### src/hdl/sst_pkg.sv
// shared constants, register map and types of the i2c slave stretch/timeout controller
package sst_pkg;

   // ==========================================
   // timing
   localparam int unsigned CLK_HZ      = 125_000_000;
   localparam int unsigned TIMEOUT_MS  = 30;
   localparam int unsigned TIMEOUT_CYC = TIMEOUT_MS * (CLK_HZ / 1000);
   localparam int          TO_W        = 22;

   // ==========================================
   // register map (byte addresses)
   localparam logic [7:0] OFF_CTRL = 8'h00;
   localparam logic [7:0] OFF_STAT = 8'h04;
   localparam logic [7:0] OFF_IRQ  = 8'h08;
   localparam logic [7:0] OFF_MASK = 8'h0C;
   localparam logic [7:0] OFF_ADDR = 8'h10;
   localparam logic [7:0] OFF_DATA = 8'h14;

   // ==========================================
   // reset values and field masks
   localparam logic [15:0] CTRL_RST     = 16'h0001;
   localparam logic [15:0] CTRL_FREE    = 16'h3C00;
   localparam logic [15:0] CTRL_RESTR   = 16'h0331;
   localparam logic [15:0] STAT_SW_CLR  = 16'h01BF;
   localparam logic [15:0] FLAG_BITS    = 16'h03BF;
   localparam logic [6:0]  ADDR1_RST    = 7'h50;
   localparam logic [6:0]  ADDR2_RST    = 7'h51;
   localparam logic [6:0]  ADDR3_RST    = 7'h52;
   localparam logic [6:0]  ADDR4_RST    = 7'h53;
   localparam logic [7:0]  GC_BYTE      = 8'h00;
   localparam logic [3:0]  BIT_FIRST    = 4'h0;
   localparam logic [3:0]  BIT_EIGHTH   = 4'h7;
   localparam logic [3:0]  BIT_ACK      = 4'h8;

   // ==========================================
   // types
   typedef enum logic [1:0] {
      ST_IDLE = 2'b00,
      ST_ADDR = 2'b01,
      ST_RX   = 2'b10,
      ST_TX   = 2'b11
   } sst_state_e;

   typedef struct packed {
      logic [1:0] rsv_15_14;
      logic       fourth_address_enable;
      logic       third_address_enable;
      logic       second_address_enable;
      logic       smbus_mode;
      logic       stretch_enable;
      logic       general_call_enable;
      logic [1:0] rsv_7_6;
      logic       ack_value;
      logic       stretch_point_select;
      logic       rsv_3;
      logic       transfer_direction;
      logic       rsv_1;
      logic       slave_enable;
   } sst_ctrl_s;

   typedef struct packed {
      logic       bus_busy_flag;
      logic       transfer_busy;
      logic [2:0] rsv_13_11;
      logic       scl_level;
      logic       overrun_flag;
      logic       general_call_flag;
      logic       nack_flag;
      logic       rsv_6;
      logic       addr_match_flag;
      logic       timeout_flag;
      logic       stretch_flag;
      logic       rx_flag;
      logic       tx_flag;
      logic       start_flag;
   } sst_stat_s;

endpackage

### src/hdl/sst_slave_ctrl.sv
// i2c target controller: stretching, ack drive, smbus timeout, wishbone registers
//
// Design decisions made here: the register offsets and the Wishbone slave port.
`timescale 1ns/1ps

// What this block does
// with stretch_enable set, scl is held low at the end of each byte, after clock 8 or 9, except after clock 9 of a transmitted byte that got nack.
// stretch_point_select low stretches after the 9th falling edge, high after the 8th.
// while stretching, stretch_flag is set and scl stays low until software writes it to zero.
// when receiving, the ack value is driven from the 8th falling edge and held through a stretch.
// scl low for more than 30 ms sets timeout_flag, which can raise the interrupt.
// the timeout counter is cleared while scl is high, idle, smbus_mode is off or disabled.
// after a start the counter runs while scl is low; addressing another target returns to idle.
// smbus_mode enables the timeout function and clearing it disables that function.
// writing slave_enable to zero frees sda and scl and returns the engine to idle.
// restricted control fields and slave_enable only accept writes while transfer_busy is zero.
// control bits 13, 12 and 11 enable the fourth, third and second target address.
// general_call_enable makes the target answer the all-zero address, else it ignores it.
// as receiver the target sends nack for ack_value one or a full receive buffer, and ack otherwise.
// transfer_direction takes the read/write bit after a successful address match.
// stretch_point_select has no effect while stretch_enable is clear.
// bus_busy_flag sets on start, clears on stop, on reset and while disabled.
// the timeout interval is a count of system clocks given by a terminal count parameter.
module sst_slave_ctrl #(
   parameter int unsigned TIMEOUT_CYC = sst_pkg::TIMEOUT_CYC
) (
   // clock and reset
   input  wire logic        ref_clk,
   input  wire logic        rstn,
   // wishbone slave
   input  wire logic        wb_cyc_i,
   input  wire logic        wb_stb_i,
   input  wire logic        wb_we_i,
   input  wire logic [7:0]  wb_adr_i,
   input  wire logic [3:0]  wb_sel_i,
   input  wire logic [31:0] wb_dat_i,
   output logic      [31:0] wb_dat_o,
   output logic             wb_ack_o,
   // interrupt
   output logic             irq,
   // i2c pins, open drain
   input  wire logic        scl_i,
   output logic             scl_o,
   output logic             scl_oe,
   input  wire logic        sda_i,
   output logic             sda_o,
   output logic             sda_oe
);
   import sst_pkg::*;

   // ==========================================
   // declarations
   sst_ctrl_s        ctrl_reg;
   sst_stat_s        stat_reg;
   sst_stat_s        set_ev;
   sst_state_e       st_reg;
   logic [3:0]       cnt_reg;
   logic [7:0]       sh_reg;
   logic [7:0]       tx_byte_reg;
   logic [7:0]       rx_byte_reg;
   logic             rx_full_reg;
   logic             nack_seen_reg;
   logic             busy_reg;
   logic             bus_busy_reg;
   logic             sda_oe_reg;
   logic [TO_W-1:0]  to_cnt_reg;
   logic [15:0]      irq_ev_reg;
   logic [15:0]      mask_reg;
   logic             irq_reg;
   logic             ack_reg;
   logic [31:0]      dat_reg;
   logic [6:0]       slv_addr_reg [4];
   logic             scl_s1, scl_s2, scl_d;
   logic             sda_s1, sda_s2, sda_d;
   logic             scl_rise, scl_fall, start_det, stop_det;
   logic             en, acc, wr, rd_take;
   logic [15:0]      bmask;
   logic [3:0]       aen;
   logic [3:0]       hit_vec;
   logic             gc_hit, addr_hit;
   logic             end8, end9, stretch_set, to_run, to_hit;
   logic             rx_done, tx_ack_smp;
   logic [31:0]      addr_rd;

   // ==========================================
   // pin synchronisers and bus conditions
   always_ff @(posedge ref_clk) begin
      if (!rstn) begin
         scl_s1 <= 1'b1;
         scl_s2 <= 1'b1;
         scl_d  <= 1'b1;
         sda_s1 <= 1'b1;
         sda_s2 <= 1'b1;
         sda_d  <= 1'b1;
      end else begin
         scl_s1 <= scl_i;
         scl_s2 <= scl_s1;
         scl_d  <= scl_s2;
         sda_s1 <= sda_i;
         sda_s2 <= sda_s1;
         sda_d  <= sda_s2;
      end
   end

   assign scl_rise  = scl_s2 & ~scl_d;
   assign scl_fall  = ~scl_s2 & scl_d;
   assign start_det = scl_s2 & scl_d & ~sda_s2 & sda_d;
   assign stop_det  = scl_s2 & scl_d & sda_s2 & ~sda_d;
   assign en        = ctrl_reg.slave_enable;

   // ==========================================
   // address match
   assign aen = {ctrl_reg.fourth_address_enable, ctrl_reg.third_address_enable,
                 ctrl_reg.second_address_enable, 1'b1};
   genvar gi;
   generate
      for (gi = 0; gi < 4; gi++) begin : g_addr
         assign hit_vec[gi] = aen[gi] & (sh_reg[7:1] == slv_addr_reg[gi]);
         assign addr_rd[gi*8 +: 8] = {1'b0, slv_addr_reg[gi]};
      end
   endgenerate
   assign gc_hit   = ctrl_reg.general_call_enable & (sh_reg == GC_BYTE);
   assign addr_hit = (|hit_vec) | gc_hit;

   // byte boundaries: falling edge of clock 8 and of clock 9
   assign end8 = scl_fall & (cnt_reg == BIT_EIGHTH) &
                 ((st_reg == ST_RX) | (st_reg == ST_TX) | ((st_reg == ST_ADDR) & addr_hit));
   assign end9 = scl_fall & (cnt_reg == BIT_ACK) & (st_reg != ST_IDLE) &
                 ~((st_reg == ST_TX) & nack_seen_reg);
   assign stretch_set = en & ctrl_reg.stretch_enable &
                        (ctrl_reg.stretch_point_select ? end8 : end9);
   assign rx_done    = scl_fall & (cnt_reg == BIT_EIGHTH) & (st_reg == ST_RX);
   assign tx_ack_smp = scl_rise & (cnt_reg == BIT_ACK) & (st_reg == ST_TX);

   // ==========================================
   // bus engine
   always_ff @(posedge ref_clk) begin
      if (!rstn) begin
         st_reg        <= ST_IDLE;
         cnt_reg       <= BIT_FIRST;
         sh_reg        <= GC_BYTE;
         sda_oe_reg    <= 1'b0;
         busy_reg      <= 1'b0;
         nack_seen_reg <= 1'b0;
      end else if (!en) begin
         st_reg     <= ST_IDLE;
         cnt_reg    <= BIT_FIRST;
         sda_oe_reg <= 1'b0;
         busy_reg   <= 1'b0;
      end else if (start_det) begin
         st_reg     <= ST_ADDR;
         cnt_reg    <= BIT_FIRST - 4'h1; // the start's own scl fall wraps it to the first bit
         sda_oe_reg <= 1'b0;
         busy_reg   <= 1'b0;
      end else if (stop_det) begin
         st_reg     <= ST_IDLE;
         sda_oe_reg <= 1'b0;
         busy_reg   <= 1'b0;
      end else if (st_reg != ST_IDLE) begin
         if (scl_rise) begin
            if (cnt_reg != BIT_ACK) begin
               sh_reg <= {sh_reg[6:0], sda_s2};
            end
            if ((cnt_reg == BIT_FIRST) && (st_reg != ST_ADDR)) begin
               busy_reg <= 1'b1;
            end
            if (tx_ack_smp) begin
               nack_seen_reg <= sda_s2;
            end
         end
         if (scl_fall) begin
            if (cnt_reg == BIT_EIGHTH) begin
               cnt_reg <= BIT_ACK;
               case (st_reg)
                  ST_ADDR: begin
                     if (addr_hit) begin
                        sda_oe_reg <= 1'b1;
                     end else begin
                        st_reg <= ST_IDLE;
                     end
                  end
                  ST_RX:   sda_oe_reg <= ~(ctrl_reg.ack_value | rx_full_reg);
                  default: sda_oe_reg <= 1'b0;
               endcase
            end else if (cnt_reg == BIT_ACK) begin
               cnt_reg  <= BIT_FIRST;
               busy_reg <= 1'b0;
               case (st_reg)
                  ST_ADDR: begin
                     if (sh_reg[0]) begin
                        st_reg     <= ST_TX;
                        sh_reg     <= tx_byte_reg;
                        sda_oe_reg <= ~tx_byte_reg[7];
                     end else begin
                        st_reg     <= ST_RX;
                        sda_oe_reg <= 1'b0;
                     end
                  end
                  ST_TX: begin
                     if (nack_seen_reg) begin
                        st_reg     <= ST_IDLE;
                        sda_oe_reg <= 1'b0;
                     end else begin
                        sh_reg     <= tx_byte_reg;
                        sda_oe_reg <= ~tx_byte_reg[7];
                     end
                  end
                  default: sda_oe_reg <= 1'b0;
               endcase
            end else begin
               cnt_reg <= cnt_reg + 4'h1;
               if (st_reg == ST_TX) begin
                  sda_oe_reg <= ~sh_reg[7];
               end
            end
         end
      end
   end

   // ==========================================
   // bus busy
   always_ff @(posedge ref_clk) begin
      if (!rstn) begin
         bus_busy_reg <= 1'b0;
      end else if (!en || stop_det) begin
         bus_busy_reg <= 1'b0;
      end else if (start_det) begin
         bus_busy_reg <= 1'b1;
      end
   end

   // ==========================================
   // smbus timeout counter
   assign to_run = en & ctrl_reg.smbus_mode & (st_reg != ST_IDLE) & ~scl_s2;
   assign to_hit = to_run & (to_cnt_reg == TO_W'(TIMEOUT_CYC));

   always_ff @(posedge ref_clk) begin
      if (!rstn) begin
         to_cnt_reg <= '0;
      end else if (!to_run) begin
         to_cnt_reg <= '0;
      end else if (to_cnt_reg != TO_W'(TIMEOUT_CYC)) begin
         to_cnt_reg <= to_cnt_reg + TO_W'(1);
      end
   end

   // ==========================================
   // wishbone slave
   assign acc     = wb_cyc_i & wb_stb_i & ack_reg;
   assign wr      = acc & wb_we_i;
   assign rd_take = wb_cyc_i & wb_stb_i & ~ack_reg & ~wb_we_i;
   assign bmask   = {{8{wb_sel_i[1]}}, {8{wb_sel_i[0]}}};

   always_ff @(posedge ref_clk) begin
      if (!rstn) begin
         ack_reg <= 1'b0;
         dat_reg <= '0;
      end else begin
         ack_reg <= wb_cyc_i & wb_stb_i & ~ack_reg;
         if (rd_take) begin
            case (wb_adr_i)
               OFF_CTRL: dat_reg <= {16'h0000, ctrl_reg};
               OFF_STAT: dat_reg <= {16'h0000, bus_busy_reg, busy_reg, 3'h0, scl_s2,
                                     stat_reg[9:0]};
               OFF_IRQ:  dat_reg <= {16'h0000, irq_ev_reg};
               OFF_MASK: dat_reg <= {16'h0000, mask_reg};
               OFF_ADDR: dat_reg <= addr_rd;
               OFF_DATA: dat_reg <= {24'h000000, rx_byte_reg};
               default:  dat_reg <= '0;
            endcase
         end
      end
   end

   // ==========================================
   // control register
   always_ff @(posedge ref_clk) begin
      if (!rstn) begin
         ctrl_reg <= sst_ctrl_s'(CTRL_RST);
      end else begin
         if (wr && (wb_adr_i == OFF_CTRL)) begin
            ctrl_reg <= sst_ctrl_s'((ctrl_reg & ~(bmask & (busy_reg ? CTRL_FREE :
                         (CTRL_FREE | CTRL_RESTR)))) | (wb_dat_i[15:0] & bmask &
                         (busy_reg ? CTRL_FREE : (CTRL_FREE | CTRL_RESTR))));
         end
         if (scl_fall && (cnt_reg == BIT_EIGHTH) && (st_reg == ST_ADDR) && addr_hit && en) begin
            ctrl_reg.transfer_direction <= sh_reg[0];
         end
      end
   end

   // ==========================================
   // target addresses and data buffer
   generate
      for (gi = 0; gi < 4; gi++) begin : g_aw
         always_ff @(posedge ref_clk) begin
            if (!rstn) begin
               slv_addr_reg[gi] <= (gi == 0) ? ADDR1_RST : (gi == 1) ? ADDR2_RST :
                                   (gi == 2) ? ADDR3_RST : ADDR4_RST;
            end else if (wr && (wb_adr_i == OFF_ADDR) && wb_sel_i[gi]) begin
               slv_addr_reg[gi] <= wb_dat_i[gi*8 +: 7];
            end
         end
      end
   endgenerate

   always_ff @(posedge ref_clk) begin
      if (!rstn) begin
         tx_byte_reg <= '0;
         rx_byte_reg <= '0;
         rx_full_reg <= 1'b0;
      end else begin
         if (wr && (wb_adr_i == OFF_DATA) && wb_sel_i[0]) begin
            tx_byte_reg <= wb_dat_i[7:0];
         end
         if (rx_done && !rx_full_reg) begin
            rx_byte_reg <= sh_reg;
            rx_full_reg <= 1'b1;
         end else if (rd_take && (wb_adr_i == OFF_DATA)) begin
            rx_full_reg <= 1'b0;
         end
      end
   end

   // ==========================================
   // status flags and interrupt
   always_comb begin
      set_ev                   = '0;
      set_ev.start_flag        = en & start_det;
      set_ev.addr_match_flag   = en & scl_fall & (cnt_reg == BIT_EIGHTH) &
                                 (st_reg == ST_ADDR) & (|hit_vec);
      set_ev.general_call_flag = en & scl_fall & (cnt_reg == BIT_EIGHTH) &
                                 (st_reg == ST_ADDR) & gc_hit;
      set_ev.rx_flag           = en & rx_done & ~rx_full_reg;
      set_ev.overrun_flag      = en & rx_done & rx_full_reg;
      set_ev.tx_flag           = en & tx_ack_smp;
      set_ev.nack_flag         = en & tx_ack_smp & sda_s2;
      set_ev.timeout_flag      = to_hit;
      set_ev.stretch_flag      = stretch_set;
   end

   always_ff @(posedge ref_clk) begin
      if (!rstn) begin
         stat_reg <= '0;
      end else if (!en) begin
         stat_reg <= '0;
      end else begin
         stat_reg <= sst_stat_s'((stat_reg & ~((wr && (wb_adr_i == OFF_STAT)) ?
                     (bmask & ~wb_dat_i[15:0] & STAT_SW_CLR) : 16'h0000) &
                     ~((rd_take && (wb_adr_i == OFF_DATA)) ? 16'h0200 : 16'h0000)) |
                     set_ev);
      end
   end

   always_ff @(posedge ref_clk) begin
      if (!rstn) begin
         irq_ev_reg <= '0;
         mask_reg   <= '0;
         irq_reg    <= 1'b0;
      end else begin
         irq_ev_reg <= ((rd_take && (wb_adr_i == OFF_IRQ)) ? 16'h0000 : irq_ev_reg) |
                       (set_ev & FLAG_BITS);
         if (wr && (wb_adr_i == OFF_MASK)) begin
            mask_reg <= ((mask_reg & ~bmask) | (wb_dat_i[15:0] & bmask)) & FLAG_BITS;
         end
         irq_reg <= |(irq_ev_reg & mask_reg);
      end
   end

   // ==========================================
   // outputs
   assign wb_ack_o = ack_reg;
   assign wb_dat_o = dat_reg;
   assign irq      = irq_reg;
   assign scl_o    = 1'b0;
   assign sda_o    = 1'b0;
   assign scl_oe   = stat_reg.stretch_flag;
   assign sda_oe   = sda_oe_reg;
endmodule

### config.mk
export PLATFORM = sky130hd
export DESIGN_NAME = sst_slave_ctrl
export DESIGN_NICKNAME = d
export VERILOG_FILES = /design/src/hdl/sst_pkg.sv /design/src/hdl/sst_slave_ctrl.sv
export SDC_FILE = /design/constraint.sdc
export NUM_CORES = 1
export LEC_CHECK = 0
export ABC_AREA = 1
export BUFFER_PORTS_ARGS = -buffer_cell sky130_fd_sc_hd__buf_2
export CAP_MARGIN = 20
export CORE_ASPECT_RATIO = 1.1
export CORE_MARGIN = 4
export CORE_UTILIZATION = 50
export CTS_CLUSTER_DIAMETER = 40
export DETAILED_ROUTE_END_ITERATION = 8
export PLACE_DENSITY = 0.67
export SETUP_SLACK_MARGIN = 0.02
export SLEW_MARGIN = 40
export SYNTH_ARGS = -nofsm -noshare
export SYNTH_HDL_FRONTEND = slang
export SYNTH_SLANG_ARGS = --single-unit
### constraint.sdc
create_clock -name ref_clk -period 5 [get_ports ref_clk]
set_clock_uncertainty 0.15 [all_clocks]
set_input_delay 1.25 -clock ref_clk [delete_from_list [all_inputs] [get_ports ref_clk]]
set_output_delay 1.25 -clock ref_clk [all_outputs]
set_load 0.1 [all_outputs]
==> results.cfg <==
[status]
status = finished, final reports clean

[global_route]
grt_max_degree = 48
grt_pass1_vias = 6790
grt_use_total_pct = 23.9
antenna_found_initial = 0
grt_pass1_wl_um = 33900
grt_overflow = 0

[synthesis]
yosysUniqueCellTypes = 48
yosysSeqAreaShare_pct = 45.1
syn_inst = 1032
ys.flop_type = dfxtp_1
synth_xor_area_share_pct = 0.454
synth_fa_ha_area_share_pct = 1.30
async_reset_ff_share_pct = 0
synth_top_family_by_area = simple AND/OR/NAND/NOR gates
syn_area_sq_mm = 0.00772
avgSynthCellArea_sq_um = 7.49
ys.warnings.count = 0
synth_compound_area_share_pct = 18.0
synthSimpleGateAreaFrac_pct = 25.9
synth_edf_count = 28
ys_seq_elements = 160
synth_mux_area_share_pct = 0

[worst_setup_path]
reg2reg_depth = 14
path_max_fanout = 12
cp-end-kind = flop
cp.required_ns = 5.03
path_class = in -> reg
rrSetupSlack_ns = 2.62
cp.arrival_ns = 3.25
path_common_cell = nor2_1
slowest_stage = nor2_1
slowest_delay_ns = 0.44
crit_family = simple AND/OR/NAND/NOR gates
crit_path_start_kind = input pin
cp.buffers_inverters = 3
r2r-end = scl_oe
reg2reg_from = sh_reg[7]
crit_chain = buf_2, nor2_1, inv_1, nor3_2, nand2_1, nor2_1, nand2_1, nor2_1, inv_1, or2_2

[sta]
tightest_slew_ns = 0.716
finalSetupViolations = 0
period_minus_slack_ns = 3.22
setup_slack_ns = 1.78
hold_ws_ns = 0.267
final_max_slew_viol_count = 0
grt_setup_unrepaired = no
max_freq_mhz = 311
finalCritPeriodShare_pct = 64.4
relSlewSlack_pct = 52.2
hold_viol_final = 0
tns_ns = 0

[cts]
cts_tree = done
cts_setup_buffers = 0
cts_resized = 0
cts_hold_buffers = 0
clk_latency_ns = 0.43
cts_sinks = 160
cts-root-buf = clkbuf_16
htree_levels = 4
cts_made_buffers = 17
clkTransAtPathRegs_ns = 0.06
cts.path.max_buffers = 2

[placement]
port-buffer-count = 81
placedCellCount = 1285
place_congestion = 0.880
dp_hpwl_um = 14900
pre_cts_ws_ns = 1.35

[layout]
diodes = 0
final_common_cell = nand2_1
multiInputGateArea_sq_mm = 0.00354
drive_above_1_share_pct = 15.4
finalNetCount = 1167
fillers = 1466
most-common-layout-cells = 213 x nand2_1, 146 x inv_1, 132 x dfxtp_1
largest_reg_flops = 30
areaGrowthSynthToFinish_pct = 14.5
instances_no_fill = 1317
register_area_sq_mm = 0.00348

[power_and_ir_drop]
power.total_mw = 2.72
p_leak_nw = 3.50
p_per_area_mw_per_mm2 = 308
vdd_drop_max_uv = 213

[routing]
post_drt_wl_per_cell_um = 15.7
ant_nets = 0
drtIter0Drc = 575
vias = 7029
routed_wirelength_um = 20600
drt_first_pass_iters = 6
drc = 0
viasPerCell = 5.34

[worst_hold_path]
worstHoldPathType = reg -> reg
min_from = scl_s1
holdPathStages = 1
min_to = scl_s2

[run]
maxCapViolations = 0

[floorplanning]
fp.dieH_um = 138
pin_count = 89
row_count = 47
die_w_um = 127
fp.coreArea_sq_mm = 0.0151
initial_core_util_pct = 51.1
die_area_sq_mm = 0.0175
## worst max-delay path by stage
stage / startpoint / end / slack, ns / cells after the start
floorplan: wb_adr_i[1] / slv_addr_reg[0][0] / 1.98 / 6
detailed placement: wb_adr_i[1] / slv_addr_reg[1][6] / 1.35 / 10
finish: wb_adr_i[1] / slv_addr_reg[1][6] / 1.78 / 10
global route: wb_adr_i[6] / slv_addr_reg[1][6] / 1.46 / 10
global placement: wb_adr_i[1] / slv_addr_reg[1][4] / 1.39 / 10
CTS: wb_adr_i[1] / slv_addr_reg[1][6] / 1.80 / 10
## synthesized netlist by cell type (2+ instances only)
library cell	count	area (sq um)
nand2_1	213	800
o211ai_1	5	37.5
nor3_4	3	48.8
a41oi_1	2	17.5
xnor2_1	4	35.0
a311oi_1	2	17.5
a221oi_1	4	35.0
buf_4	5	37.5
a21oi_1	103	515
or2_2	17	106
nand3_1	36	180
nand3_4	2	35.0
inv_1	147	552
ha_1	8	100
nor2_1	97	364
nor3_2	10	100
o22ai_1	7	43.8
o2111ai_1	2	17.5
a31oi_1	3	18.8
o21ai_0	81	405
nand2_2	5	31.3
nor4_1	7	43.8
buf_2	6	30.0
clkbuf_1	21	78.8
o221ai_1	2	17.5
nor3_1	20	100
a211oi_1	15	113
inv_2	5	18.8
nand4_1	7	43.8
nand3_2	4	40.0
dfxtp_1	132	2640
o21a_1	2	15.0
o31ai_1	7	52.6
edfxtp_1	28	841
nor2_2	3	18.8
o21ai_1	3	15.0
nor2_4	3	33.8
## kinds of logic (layout without fill, tap and decap cells)
logic type | Yosys count | after routing
XOR/XNOR | 4 | 4
buffers and inverters | 184 | 270
other | 1 | 4
adder cells (fa/ha/maj) | 8 | 8
AO/OA/AOI/OAI | 244 | 244
AND/OR/NAND/NOR | 431 | 431
flip-flops | 160 | 160
## worst reg2reg max path, delay by kind of cell (launching register included)
| family | cells | cell delay (ns) |
|---|---|---|
| AND/OR/NAND/NOR | 12 | 1.11 |
| flip-flops | 1 | 0.59 |
| buffers and inverters | 1 | 0.31 |
| AO/OA/AOI/OAI | 1 | 0.14 |
## stage by stage
| step | cell area (sq um) | util [%] |
|---|---|---|
| floorplan | 7740 | - |
| global placement | 8280 | 54.8 |
| detailed placement | 8280 | 54.8 |
| CTS | 8840 | 58.5 |
| global route | 8840 | 58.5 |
| finish | 8840 | 58.5 |
## power breakdown
| group | leakage (nW) | internal (mW) | switching, mW |
|---|---|---|---|
| clock | 0.281 | 0.727 | 0.527 |
| sequential | 1.32 | 1.32 | 0.00929 |
| combinational | 1.90 | 0.0358 | 0.103 |
## per-layer routing
layer  wire length [um]  vias up  share of wire, %  track usage (%)
li1                   -     3550                 -                -
met1               9350     3231                45             31.5
met2               9630      221                47             38.5
met3               1250       27               6.1             5.21
met4                383        0               1.9             8.70
met5                  0        -                 0                0
## final cells by class
class                   instances  area share [%]
inverters                     152            6.45
clock buffers                  23            5.42
multi-input cells             691            40.1
repair buffers                 86            5.01
clock inverters                 9           0.905
flip-flops and latches        160            39.4
well taps                     196            2.77
(Power assumes the default switching activity.)
